<file path="src/logic/fpep_pkg.sv">
// package: register map, field positions and protection states of the flash protection block
`default_nettype none
package fpep_pkg;
	// ==================================================================
	// register byte offsets (one aligned word each)
	localparam int FPEP_AW = 5;
	localparam logic [FPEP_AW-1:0] FPEP_OFS_CTRL = 5'h00; // flash_control_reg
	localparam logic [FPEP_AW-1:0] FPEP_OFS_WIPE = 5'h04; // block_wipe_select_reg
	localparam logic [FPEP_AW-1:0] FPEP_OFS_STAT = 5'h08; // flash_status_reg, read only
	localparam logic [FPEP_AW-1:0] FPEP_OFS_IRQS = 5'h0c; // event status, read clears
	localparam logic [FPEP_AW-1:0] FPEP_OFS_IRQM = 5'h10; // event mask
	// ==================================================================
	// flash_control_reg fields
	localparam int FPEP_CTRL_W = 4;
	localparam int FPEP_B_WRITE_ARM = 0;
	localparam int FPEP_B_BLANK_ARM = 1;
	localparam int FPEP_B_WRITE_CHECK = 2;
	localparam int FPEP_B_BLANK_CHECK = 3;
	localparam logic [FPEP_CTRL_W-1:0] FPEP_CTRL_RST = 4'h0;
	localparam logic [7:0] FPEP_WIPE_RST = 8'h00;
	// ==================================================================
	// flash_status_reg fields
	localparam int FPEP_STAT_W = 6;
	localparam int FPEP_S_ERROR = 0;
	localparam int FPEP_S_LOCKED = 1;
	localparam int FPEP_S_PROG = 2;
	localparam int FPEP_S_ERASE = 3;
	localparam int FPEP_S_VERIFY = 4;
	localparam int FPEP_S_NMI_BLOCK = 5;
	// ==================================================================
	// event bits shared by status and mask
	localparam int FPEP_EV_W = 2;
	localparam int FPEP_EV_ERROR = 0;
	localparam int FPEP_EV_FORCED = 1;
	localparam logic [FPEP_EV_W-1:0] FPEP_EV_RST = 2'h0;
	// ==================================================================
	// protection state, one-hot
	typedef enum logic [2:0] {
		FPEP_ST_LOCKED = 3'b001,
		FPEP_ST_OPEN = 3'b010,
		FPEP_ST_ERROR = 3'b100
	} fpep_state_e;
endpackage : fpep_pkg
`default_nettype wire

</file>
<file path="src/logic/fpep_top.sv">
// module: flash program/erase protection with Avalon-MM register slave
// ==================================================================
// Overview of operation
// - write gate low clears registers, blocks everything
// - any reset or standby clears registers, locks
// - fault while armed sets error flag
// - error keeps registers, aborts program or erase
// - in error no program, erase or block select
// - in error verify bits still work
// - only hard init or hardware standby clear error
// - in error registers writable, software standby clears
// - error only reports status, processor unaffected
// - arm bits set block the nmi
// - boot mode blocks nmi until boot branch
// - error state also blocks the nmi
// - reads while armed may return garbage
`default_nettype none
module fpep_top
	import fpep_pkg::*;
#(
	parameter int BLOCKS = 8
) (
	// clock, reset, clock enable
	input wire logic mclk,
	input wire logic reset_n,
	input wire logic ce,
	// Avalon-MM slave
	input wire logic [FPEP_AW-1:0] avs_address,
	input wire logic avs_read,
	input wire logic avs_write,
	input wire logic [31:0] avs_writedata,
	input wire logic [3:0] avs_byteenable,
	output logic [31:0] avs_readdata,
	output logic avs_waitrequest,
	// device pins and system conditions
	input wire logic flash_write_gate_pin,
	input wire logic hard_init_pin,
	input wire logic wdt_reset,
	input wire logic sw_standby,
	input wire logic hw_standby,
	input wire logic algo_fault,
	input wire logic boot_mode,
	input wire logic boot_branch,
	// nmi path
	input wire logic nmi_in,
	output logic nmi_out,
	// flash array controls
	output logic program_mode,
	output logic erase_mode,
	output logic verify_mode,
	output logic [BLOCKS-1:0] erase_block_en,
	output logic flash_read_undef,
	// interrupt
	output logic irq
);
	// ==================================================================
	// init conditions
	logic init_all;
	logic init_regs;
	// hard init is sampled per cycle; the pulse must last at least one edge
	assign init_all = !hard_init_pin || hw_standby;
	// software standby and a low write gate reset registers only; the watchdog also restarts the boot window
	assign init_regs = init_all || wdt_reset || sw_standby || !flash_write_gate_pin;

	// ==================================================================
	// bus handshake: one wait cycle, then a single accept cycle
	logic wait_ff;
	logic nxt_wait;
	logic [31:0] rdata_ff;
	logic [31:0] nxt_rdata;
	logic take_rd;
	logic take_wr;
	logic capture;
	logic [31:0] rd_mux;

	assign capture = (avs_read || avs_write) && wait_ff;
	assign take_rd = avs_read && !wait_ff;
	assign take_wr = avs_write && !wait_ff && avs_byteenable[0];

	// ==================================================================
	// registers and protection state
	fpep_state_e state_ff;
	fpep_state_e nxt_state;
	logic [FPEP_CTRL_W-1:0] ctrl_ff;
	logic [FPEP_CTRL_W-1:0] nxt_ctrl;
	logic [BLOCKS-1:0] wipe_ff;
	logic [BLOCKS-1:0] nxt_wipe;
	logic [FPEP_EV_W-1:0] mask_ff;
	logic [FPEP_EV_W-1:0] nxt_mask;
	logic boot_done_ff;
	logic nxt_boot_done;
	logic armed;
	logic err_now;
	logic forced;
	logic [FPEP_EV_W-1:0] ev_set;
	logic [FPEP_EV_W-1:0] ev_clr;
	logic [FPEP_EV_W-1:0] ev_q;

	assign armed = ctrl_ff[FPEP_B_WRITE_ARM] || ctrl_ff[FPEP_B_BLANK_ARM];
	// fault only counts while an operation is armed
	assign err_now = armed && algo_fault && (state_ff == FPEP_ST_OPEN);
	// armed registers wiped by a protection condition
	assign forced = armed && init_regs;

	// state transitions; the error state survives all but a hard init or hardware standby
	always_comb begin
		nxt_state = state_ff;
		case (state_ff)
			FPEP_ST_LOCKED: begin
				if (!init_regs) begin
					nxt_state = FPEP_ST_OPEN;
				end
			end
			FPEP_ST_OPEN: begin
				if (init_regs) begin
					nxt_state = FPEP_ST_LOCKED;
				end else if (err_now) begin
					nxt_state = FPEP_ST_ERROR;
				end
			end
			FPEP_ST_ERROR: begin
				if (init_all) begin
					nxt_state = FPEP_ST_LOCKED;
				end
			end
			default: begin
				nxt_state = FPEP_ST_LOCKED;
			end
		endcase
	end

	// control and block select; entering error leaves both untouched
	always_comb begin
		nxt_ctrl = ctrl_ff;
		nxt_wipe = wipe_ff;
		nxt_mask = mask_ff;
		nxt_boot_done = boot_done_ff;
		if (init_regs) begin
			nxt_ctrl = FPEP_CTRL_RST;
			nxt_wipe = BLOCKS'(FPEP_WIPE_RST);
		end else if (take_wr && avs_address == FPEP_OFS_CTRL) begin
			nxt_ctrl = avs_writedata[FPEP_CTRL_W-1:0];
		end else if (take_wr && avs_address == FPEP_OFS_WIPE) begin
			nxt_wipe = avs_writedata[BLOCKS-1:0];
		end
		if (take_wr && avs_address == FPEP_OFS_IRQM) begin
			nxt_mask = avs_writedata[FPEP_EV_W-1:0];
		end
		// boot window ends at the first branch into the ram boot area
		if (init_all || wdt_reset) begin
			nxt_boot_done = 1'b0;
		end else if (boot_branch) begin
			nxt_boot_done = 1'b1;
		end
	end

	always_ff @(posedge mclk or negedge reset_n) begin
		if (!reset_n) begin
			state_ff <= FPEP_ST_LOCKED;
			ctrl_ff <= FPEP_CTRL_RST;
			wipe_ff <= BLOCKS'(FPEP_WIPE_RST);
			mask_ff <= FPEP_EV_RST;
			boot_done_ff <= 1'b0;
		end else if (ce) begin
			state_ff <= nxt_state;
			ctrl_ff <= nxt_ctrl;
			wipe_ff <= nxt_wipe;
			mask_ff <= nxt_mask;
			boot_done_ff <= nxt_boot_done;
		end
	end

	// ==================================================================
	// flash array controls, all registered
	logic prog_ff;
	logic nxt_prog;
	logic erase_ff;
	logic nxt_erase;
	logic verify_ff;
	logic nxt_verify;
	logic [BLOCKS-1:0] blk_ff;
	logic [BLOCKS-1:0] nxt_blk;
	logic undef_ff;
	logic nxt_undef;
	logic nmi_ff;
	logic nxt_nmi;
	logic nmi_block;
	logic irq_ff;
	logic nxt_irq;

	// nmi is held off while armed, in error, or in boot mode before the boot branch
	assign nmi_block = armed
		|| (state_ff == FPEP_ST_ERROR)
		|| (boot_mode && !boot_done_ff);

	// program and erase only in the open state; error aborts at once
	always_comb begin
		nxt_prog = ctrl_ff[FPEP_B_WRITE_ARM] && (nxt_state == FPEP_ST_OPEN);
		nxt_erase = ctrl_ff[FPEP_B_BLANK_ARM] && (nxt_state == FPEP_ST_OPEN);
		// verify is refused only when the registers are being wiped
		nxt_verify = (ctrl_ff[FPEP_B_WRITE_CHECK] || ctrl_ff[FPEP_B_BLANK_CHECK])
			&& !init_regs;
		nxt_blk = nxt_erase ? wipe_ff : '0;
		// array data is not trusted while an operation is armed
		nxt_undef = armed;
		nxt_nmi = nmi_in && !nmi_block;
		// error entry drives no halt or exception to the processor
		nxt_irq = |(ev_q & mask_ff);
	end

	always_ff @(posedge mclk or negedge reset_n) begin
		if (!reset_n) begin
			prog_ff <= 1'b0;
			erase_ff <= 1'b0;
			verify_ff <= 1'b0;
			blk_ff <= '0;
			undef_ff <= 1'b0;
			nmi_ff <= 1'b0;
			irq_ff <= 1'b0;
		end else if (ce) begin
			prog_ff <= nxt_prog;
			erase_ff <= nxt_erase;
			verify_ff <= nxt_verify;
			blk_ff <= nxt_blk;
			undef_ff <= nxt_undef;
			nmi_ff <= nxt_nmi;
			irq_ff <= nxt_irq;
		end
	end

	// ==================================================================
	// event status; a read clears only the bits it returned, so an event
	// landing between capture and accept stays pending
	assign ev_set[FPEP_EV_ERROR] = err_now;
	assign ev_set[FPEP_EV_FORCED] = forced;
	assign ev_clr = (take_rd && avs_address == FPEP_OFS_IRQS) ?
		rdata_ff[FPEP_EV_W-1:0] : '0;

	fpep_sticky #(
		.W(FPEP_EV_W)
	) u_events (
		.mclk(mclk),
		.reset_n(reset_n),
		.ce(ce),
		.set(ev_set),
		.clr(ev_clr),
		.q(ev_q)
	);

	// ==================================================================
	// read mux; unmapped offsets read zero, writes to them are dropped
	logic [FPEP_STAT_W-1:0] stat;
	assign stat[FPEP_S_ERROR] = (state_ff == FPEP_ST_ERROR);
	assign stat[FPEP_S_LOCKED] = (state_ff == FPEP_ST_LOCKED);
	assign stat[FPEP_S_PROG] = prog_ff;
	assign stat[FPEP_S_ERASE] = erase_ff;
	assign stat[FPEP_S_VERIFY] = verify_ff;
	assign stat[FPEP_S_NMI_BLOCK] = nmi_block;

	always_comb begin
		rd_mux = '0;
		case (avs_address)
			FPEP_OFS_CTRL: rd_mux[FPEP_CTRL_W-1:0] = ctrl_ff;
			FPEP_OFS_WIPE: rd_mux[BLOCKS-1:0] = wipe_ff;
			FPEP_OFS_STAT: rd_mux[FPEP_STAT_W-1:0] = stat;
			FPEP_OFS_IRQS: rd_mux[FPEP_EV_W-1:0] = ev_q;
			FPEP_OFS_IRQM: rd_mux[FPEP_EV_W-1:0] = mask_ff;
			default: rd_mux = '0;
		endcase
	end

	// waitrequest drops for exactly the cycle after a request is seen
	always_comb begin
		nxt_wait = !capture;
		nxt_rdata = rdata_ff;
		if (capture && avs_read) begin
			nxt_rdata = rd_mux;
		end
	end

	always_ff @(posedge mclk or negedge reset_n) begin
		if (!reset_n) begin
			wait_ff <= 1'b1;
			rdata_ff <= '0;
		end else if (ce) begin
			wait_ff <= nxt_wait;
			rdata_ff <= nxt_rdata;
		end
	end

	// ==================================================================
	// outputs straight from flip-flops
	assign avs_readdata = rdata_ff;
	assign avs_waitrequest = wait_ff;
	assign program_mode = prog_ff;
	assign erase_mode = erase_ff;
	assign verify_mode = verify_ff;
	assign erase_block_en = blk_ff;
	assign flash_read_undef = undef_ff;
	assign nmi_out = nmi_ff;
	assign irq = irq_ff;
endmodule // fpep_top
`default_nettype wire

</file>
<file path="src/logic/fpep_sticky.sv">
// module: bank of sticky event bits, set wins over clear
`default_nettype none
module fpep_sticky #(
	parameter int W = 2
) (
	// clock and reset
	input wire logic mclk,
	input wire logic reset_n,
	input wire logic ce,
	// event side
	input wire logic [W-1:0] set,
	input wire logic [W-1:0] clr,
	output logic [W-1:0] q
);
	logic [W-1:0] bits_ff;
	logic [W-1:0] nxt_bits;

	// set is or-ed in after the clear so a same-cycle event survives
	always_comb begin
		nxt_bits = (bits_ff & ~clr) | set;
	end

	always_ff @(posedge mclk or negedge reset_n) begin
		if (!reset_n) begin
			bits_ff <= '0;
		end else if (ce) begin
			bits_ff <= nxt_bits;
		end
	end

	assign q = bits_ff;
endmodule // fpep_sticky
`default_nettype wire

</file>
<file path="config.mk">
export PLATFORM = sky130hd
export DESIGN_NAME = fpep_top
export DESIGN_NICKNAME = d
export VERILOG_FILES = /design/src/logic/fpep_pkg.sv /design/src/logic/fpep_top.sv /design/src/logic/fpep_sticky.sv
export SDC_FILE = /design/constraint.sdc
export NUM_CORES = 1
export LEC_CHECK = 0
export ABC_AREA = 1
export ABC_CLOCK_PERIOD_IN_PS = 3500
export BUFFER_PORTS_ARGS = -buffer_cell sky130_fd_sc_hd__buf_2
export CORE_MARGIN = 1
export CORE_UTILIZATION = 51
export CTS_CLUSTER_DIAMETER = 60
export CTS_CLUSTER_SIZE = 25
export DETAILED_ROUTE_END_ITERATION = 10
export PLACE_DENSITY = 0.85
export SLEW_MARGIN = 20
export SYNTH_ARGS = -nofsm -noshare
export SYNTH_HDL_FRONTEND = slang
export SYNTH_HIERARCHICAL = 1
export SYNTH_SLANG_ARGS = --single-unit
</file>
<file path="constraint.sdc">
create_clock -name mclk -period 3.5 [get_ports mclk]
set_clock_uncertainty 0.15 [all_clocks]
set_input_delay 0.875 -clock mclk [delete_from_list [all_inputs] [get_ports mclk]]
set_output_delay 0.875 -clock mclk [all_outputs]
set_load 0.05 [all_outputs]
</file>
==> results of run 1 <==
==> Yosys cell counts (all sizes together) (2+ instances only) <==
master   count  area [sq um]
nand3       16           103
a21oi        6          30.0
nand2       74           308
o211ai       4          30.0
a2bb2oi      2          17.5
o31ai        2          15.0
nand4       11          68.8
nor2        19          96.3
dfrtp       41          1030
buf         30           228
nor3         2          15.0
nor4         2          12.5
o21ai       29           175
inv         32           120
dfstp        2          52.6
==> power by group <==
part	switching [mW]	total [mW]	internal (mW)
clock	0.171	0.383	0.212
combinational	0.163	0.204	0.0411
sequential	0.0132	0.530	0.517
total	0.347	1.12	0.771
==> kinds of logic (layout without fill, tap and decap cells) <==
group,after synthesis,after routing,synth area share
compound gates,45,45,0.121
other cells,1,24,0.00161
buf+inv,63,92,0.151
flops,43,43,0.462
simple gates,125,125,0.263
==> state kept, by name (all words and copies together), names as in the netlist <==
register / count
avs_readdata: 8
avs_waitrequest: 1
boot_done_ff: 1
ctrl_ff: 4
erase_block_en: 8
erase_mode: 1
flash_read_undef: 1
irq: 1
mask_ff: 2
nmi_out: 1
program_mode: 1
state_ff: 3
u_events/q: 2
verify_mode: 1
wipe_ff: 8
==> metrics by stage <==
step	cell area [sq um]	power (mW)	util
after floorplan	2420	0.713	-
after global placement	2510	0.740	0.573
after detailed placement	2510	0.744	0.573
after CTS	2630	1.12	0.599
after global routing	2630	1.16	0.599
final	2630	1.12	0.599
==> worst min-delay path, cell delays in order, from the launching register on <==
cell and delay (ns):
sky130_fd_sc_hd__dfrtp_1 0.35, sky130_fd_sc_hd__nand2_1 0.05, sky130_fd_sc_hd__nand2_1 0.05
==> final cells by class <==
cell class | instances | area, sq um | share of cell area
Clock buffer | 5 | 68.8 | 0.0262
Clock inverter | 3 | 43.8 | 0.0167
Inverter | 33 | 125 | 0.0476
Multi-Input combinational cell | 194 | 987 | 0.376
Sequential cell | 43 | 1080 | 0.411
Tap cell | 52 | 65.1 | 0.0248
Timing Repair Buffer | 51 | 258 | 0.0981
==> layout by cell type, fill, tap and decap left out, types with 5 or more instances in the layout <==
| cell type | instances |
|---|---|
| sky130_fd_sc_hd__nand4_1 | 11 |
| sky130_fd_sc_hd__nand3_1 | 13 |
| sky130_fd_sc_hd__nor2_1 | 15 |
| sky130_fd_sc_hd__conb_1 | 24 |
| sky130_fd_sc_hd__o21ai_0 | 19 |
| sky130_fd_sc_hd__buf_2 | 50 |
| sky130_fd_sc_hd__inv_1 | 32 |
| sky130_fd_sc_hd__clkbuf_8 | 5 |
| sky130_fd_sc_hd__nand2_1 | 68 |
| sky130_fd_sc_hd__a21oi_1 | 6 |
| sky130_fd_sc_hd__dfrtp_1 | 41 |
| sky130_fd_sc_hd__o21ai_2 | 8 |
==> worst paths after layout <==
kind | from | to | slack [ns] | cells past startpoint
worst max-delay path | avs_waitrequest$_DFFE_PN1P_ | avs_waitrequest | 1.34 | 1
worst min register to register | avs_readdata[3]$_DFFE_PN0P_ | avs_readdata[3]$_DFFE_PN0P_ | 0.33 | 2
worst min-delay path | avs_readdata[3]$_DFFE_PN0P_ | avs_readdata[3]$_DFFE_PN0P_ | 0.33 | 2
min in group asynchronous | reset_n | erase_block_en[6]$_DFFE_PN0P_ | 0.55 | 1
max in group asynchronous | reset_n | u_events/q[1]$_DFFE_PN0P_ | 2.06 | 1
worst max register to register | ctrl_ff[0]$_DFFE_PN0P_ | erase_block_en[0]$_DFFE_PN0P_ | 1.86 | 5
==> per-layer routing <==
layer	track usage	share of wire
met5	0	0
met4	0.0933	0.024
met3	0.0552	0.063
met2	0.351	0.48
met1	0.294	0.43
==> results.sh, run 1 <==
export IMPL_static_leakage_power_nw=1.41
export IMPL_synthToLayoutAreaGrowth_pct=12.6
export IMPL_crit_fanout=5
export IMPL_synthDistinctLibCells=31
export IMPL_yosys_most_used_dff="sky130_fd_sc_hd__dfrtp_1"
export IMPL_cts_buffers_inserted=5
export IMPL_finalSetupViolCount=0
export IMPL_route_detailed_drc=0
export IMPL_rows=24
export IMPL_result_of_the_run="finished clean"
export IMPL_worst_slew_pin_transition_ns=0.921
export IMPL_peakVddDrop_mv=0.205
export IMPL_clk_path_buf_depth=2
export IMPL_critPathSlowestCell="sky130_fd_sc_hd__dfstp_2"
export IMPL_fp_dieArea_sq_um=4850
export IMPL_wire_length_of_the_first_global_routing_pass_microns=8520
export IMPL_cts_setup_buffers=0
export IMPL_clk_transition_reported_paths_ns=0.09
export IMPL_worst_setup_path_type="flop to output port"
export IMPL_fp_coreArea_sq_um=4380
export IMPL_cts_hold_repair_buffers=0
export IMPL_drt_pre_antenna_iters=4
export IMPL_cts_tree="built"
export IMPL_overall_routed_net_length_microns=4930
export IMPL_crit_path_cell_trace="buf_2"
export IMPL_count_of_state_elements_after_synthesis=43
export IMPL_io_buffer_count=50
export IMPL_avgViaCountPerCell=5.18
export IMPL_boundaryPins=102
export IMPL_grt_setup_unrepaired="false"
export IMPL_share_of_the_yosys_chip_area_belonging_to_registers=0.462
export IMPL_maxSlewViolCount=0
export IMPL_avgRoutedWirePerCell_microns=12.9
export IMPL_antenna_violating_nets_post_route=0
export IMPL_die_x_microns=69.6
export IMPL_dr_total_vias=1974
export IMPL_synthesis_area_per_instance_sq_um=8.42
export IMPL_final_hold_worst_slack_ns=0.328
export IMPL_hold_class="flop to flop"
export IMPL_placement_setup_worst_slack_ns=1.16
export IMPL_synth_cell_area_sq_um=2330
export IMPL_synthArstFlopShare=1.00
export IMPL_totalNegativeSetupSlack_ns=0
export IMPL_ctsResizeCount=0
export IMPL_root_buffer="sky130_fd_sc_hd__clkbuf_8"
export IMPL_cp_required_ns=2.47
export IMPL_grt_pass1_vias=1849
export IMPL_dp_hpwl_microns=3580
export IMPL_crit_share_post_route=0.618
export IMPL_count_of_flip_flops_with_a_built_in_enable_after_synthesis=0
export IMPL_critPathTopFamily="flip-flops"
export IMPL_worst_slack_ns=1.34
export IMPL_synthCells=277
export IMPL_grt_start_max_net_pins=44
export IMPL_antenna_found_initial=0
export IMPL_detailedRoute_firstIterationViolations=123
export IMPL_power_per_cell_area_nw_per_um2=426
export IMPL_worst_path_buf_inv=1
export IMPL_critical_path_endpoint_type="output port"
export IMPL_cts_max_level=2
export IMPL_floorplan_initialDensity=0.532
export IMPL_routabilityCongestion=0.896
export IMPL_maxCapViolCount=0
export IMPL_drive_above_1_share=0.258
export IMPL_critPathLaunchType="flop"
export IMPL_slew_headroom=0.386
export IMPL_number_of_instances_in_the_placed_design=373
export IMPL_layout_filler_cells=404
export IMPL_clk_insertion_delay_late_ns=0.30
export IMPL_number_of_warnings_issued_by_yosys=6
export IMPL_fmaxAchievable_ghz=0.462
export IMPL_antenna_diode_count=0
export IMPL_clock_sinks=43
export IMPL_cp_data_arrival_time_ns=1.14
export IMPL_post_layout_nonfiller_instances=381
export IMPL_grt_use_total=0.223
export IMPL_layout_min_cycle_time_ns=2.16
export IMPL_floorplan_die_height_microns=69.6
export IMPL_grt_overflow_total=0
export IMPL_hold_violations=0
export IMPL_finish_net_count=383
export IMPL_max_stage_delay_ns=0.57
Power figures use the tool's default switching activity.
==> run 2: changes to the inputs <==
--- a/config.mk
+++ b/config.mk
@@ -6,14 +6,14 @@
 export NUM_CORES = 1
 export LEC_CHECK = 0
 export ABC_AREA = 1
-export ABC_CLOCK_PERIOD_IN_PS = 3500
+export ABC_CLOCK_PERIOD_IN_PS = 1950
 export BUFFER_PORTS_ARGS = -buffer_cell sky130_fd_sc_hd__buf_2
 export CORE_MARGIN = 1
-export CORE_UTILIZATION = 51
+export CORE_UTILIZATION = 43
 export CTS_CLUSTER_DIAMETER = 60
 export CTS_CLUSTER_SIZE = 25
 export DETAILED_ROUTE_END_ITERATION = 10
-export PLACE_DENSITY = 0.85
+export PLACE_DENSITY = 0.77
 export SLEW_MARGIN = 20
 export SYNTH_ARGS = -nofsm -noshare
 export SYNTH_HDL_FRONTEND = slang
==> constraint.sdc (replaced) <==
create_clock -name mclk -period 1.95 [get_ports mclk]
set_clock_uncertainty 0.15 [all_clocks]
set_input_delay 0.4875 -clock mclk [delete_from_list [all_inputs] [get_ports mclk]]
set_output_delay 0.4875 -clock mclk [all_outputs]
set_load 0.05 [all_outputs]
==> run 2 against run 1 <==
- count of clock-buffer cells in the layout is 1 higher
- highest routed layer unchanged
- sequential power rose by 80%
- critical path type unchanged
- clock power up 46%
- critical endpoint unchanged
- largest cell class unchanged
==> results.sh, run 2 (synthesized netlist as in run 1, its figures left out) <==
export IMPL_result_of_the_run="finished clean"
export IMPL_grt_use_total=0.195
export IMPL_finalSetupViolCount=0
export IMPL_crit_path_cell_trace="buf_2"
export IMPL_route_detailed_drc=0
export IMPL_whs_path_depth=3
export IMPL_detailedRoute_firstIterationViolations=97
export IMPL_avgViaCountPerCell=4.87
export IMPL_final_core_util=0.518
export IMPL_clock_sinks=43
export IMPL_critPathTopFamily="flip-flops"
export IMPL_power_per_cell_area_nw_per_um2=704
export IMPL_floorplan_initialDensity=0.451
export IMPL_antenna_found_initial=0
export IMPL_r2r_cells=5
export IMPL_mostFrequentLayoutCell="sky130_fd_sc_hd__nand2_1"
export IMPL_antenna_diode_count=0
export IMPL_grt_start_max_net_pins=26
export IMPL_rrSetupSlack_ns=0.30
export IMPL_drive_above_1_share=0.266
export IMPL_r2r_start="ctrl_ff[1]$_DFFE_PN0P_"
export IMPL_fp_dieArea_sq_um=5720
export IMPL_antenna_violating_nets_post_route=0
export IMPL_cts_max_level=2
export IMPL_clk_transition_reported_paths_ns=0.09
export IMPL_die_x_microns=75.6
export IMPL_worst_path_buf_inv=1
export IMPL_design_area_sq_um=2680
export IMPL_dr_total_vias=1971
export IMPL_root_buffer="sky130_fd_sc_hd__clkbuf_8"
export IMPL_synthToLayoutAreaGrowth_pct=15.0
export IMPL_wire_length_of_the_first_global_routing_pass_microns=8190
export IMPL_maxCapViolCount=0
export IMPL_place_area_sq_um=2590
export IMPL_routabilityCongestion=0.828
export IMPL_drt_pre_antenna_iters=5
export IMPL_totalNegativeSetupSlack_ns=0
export IMPL_io_buffer_count=50
export IMPL_maxSlewViolCount=0
export IMPL_grt_pass1_vias=1767
export IMPL_crit_fanout=5
export IMPL_grt_setup_unrepaired="false"
export IMPL_avgRoutedWirePerCell_microns=12.3
export IMPL_clk_path_buf_depth=2
export IMPL_worstHoldStart="avs_writedata[5]"
export IMPL_cp_required_ns=1.31
export IMPL_cts_buffers_inserted=5
export IMPL_static_leakage_power_nw=1.43
export IMPL_critical_path_endpoint_type="output port"
export IMPL_critPathSlowestCell="sky130_fd_sc_hd__dfstp_2"
export IMPL_peakVddDrop_mv=0.291
export IMPL_rows=26
export IMPL_cp_data_arrival_time_ns=1.16
export IMPL_overall_routed_net_length_microns=5000
export IMPL_boundaryPins=102
export IMPL_hold_violations=0
export IMPL_regToRegEndpoint="erase_block_en[5]$_DFFE_PN0P_"
export IMPL_fmaxAchievable_ghz=0.558
export IMPL_fp_coreArea_sq_um=5170
export IMPL_finish_net_count=389
export IMPL_cts_tree="built"
export IMPL_floorplan_die_height_microns=75.6
export IMPL_layout_cells_most_common_list="sky130_fd_sc_hd__nand2_1, sky130_fd_sc_hd__buf_2, sky130_fd_sc_hd__dfrtp_1, sky130_fd_sc_hd__inv_1, sky130_fd_sc_hd__conb_1"
export IMPL_max_stage_delay_ns=0.58
export IMPL_timing_hold_worst_endpoint="wipe_ff[5]$_DFFE_PN0P_"
export IMPL_crit_share_post_route=0.920
export IMPL_worst_setup_path_type="flop to output port"
export IMPL_critPathLaunchType="flop"
export IMPL_layout_min_cycle_time_ns=1.79
export IMPL_clk_insertion_delay_late_ns=0.30
export IMPL_dp_hpwl_microns=3850
export IMPL_hold_class="input pin to flop"
export IMPL_final_hold_worst_slack_ns=0.242
export IMPL_grt_overflow_total=0
## run 2: changes by cell type in the layout (fill, tap and decap cells not counted)
cell | before | now
sky130_fd_sc_hd__clkinv_4 | 1 | 0
sky130_fd_sc_hd__buf_4 | 1 | 5
sky130_fd_sc_hd__clkbuf_1 | 0 | 1
sky130_fd_sc_hd__clkinvlp_4 | 0 | 1
sky130_fd_sc_hd__bufinv_16 | 1 | 0
sky130_fd_sc_hd__dlygate4sd3_1 | 0 | 1
sky130_fd_sc_hd__buf_12 | 0 | 1
## run 2: area by class of cell
cell class              count  area, sq um
fillers                   520         2490
flip-flops and latches     43         1080
multi-input cells         194          987
repair buffers             57          318
inverters                  33          125
well taps                  70         87.6
clock buffers               6         72.6
clock inverters             2         12.5
## run 2: timing repair
| action | CTS | global route |
|---|---|---|
| resized for setup | 0 | 0 |
| hold endpoints to repair | 7 | 0 |
| buffers inserted | 0 | 0 |
| hold buffers | 1 | 0 |
## run 2: worst max-delay path by stage
stage / from / endpoint / depth (start not counted)
finish: avs_waitrequest$_DFFE_PN1P_ / avs_waitrequest / 1
global route: avs_waitrequest$_DFFE_PN1P_ / avs_waitrequest / 1
CTS: avs_waitrequest$_DFFE_PN1P_ / avs_waitrequest / 1
detailed placement: hw_standby / erase_block_en[5]$_DFFE_PN0P_ / 6
global placement: hw_standby / erase_block_en[5]$_DFFE_PN0P_ / 6
floorplan: avs_waitrequest$_DFFE_PN1P_ / wipe_ff[3]$_DFFE_PN0P_ / 8
## run 2: report_power, final
part | total [mW] | internal (mW) | switching [mW]
clock | 0.558 | 0.250 | 0.307
sequential | 0.952 | 0.928 | 0.0237
combinational | 0.377 | 0.0825 | 0.295
total | 1.89 | 1.26 | 0.626
## run 2: layer usage
layer	track usage	vias to the layer above	part of all wire
met2	0.312	61	0.48
met1	0.264	931	0.47
li1	-	970	-
met3	0.0357	9	0.036
met4	0.0741	0	0.019
met5	0	-	0
## run 2: through the flow
step / total power, mW / setup slack, ns / std cells
3_3_place_gp: 1.34 / 0.225 / 396
2_1_floorplan: 1.28 / 0.348 / 300
6_report: 1.89 / 0.157 / 405
4_1_cts: 1.90 / 0.151 / 405
5_1_grt: 1.98 / 0.119 / 405
3_5_place_dp: 1.35 / 0.183 / 396
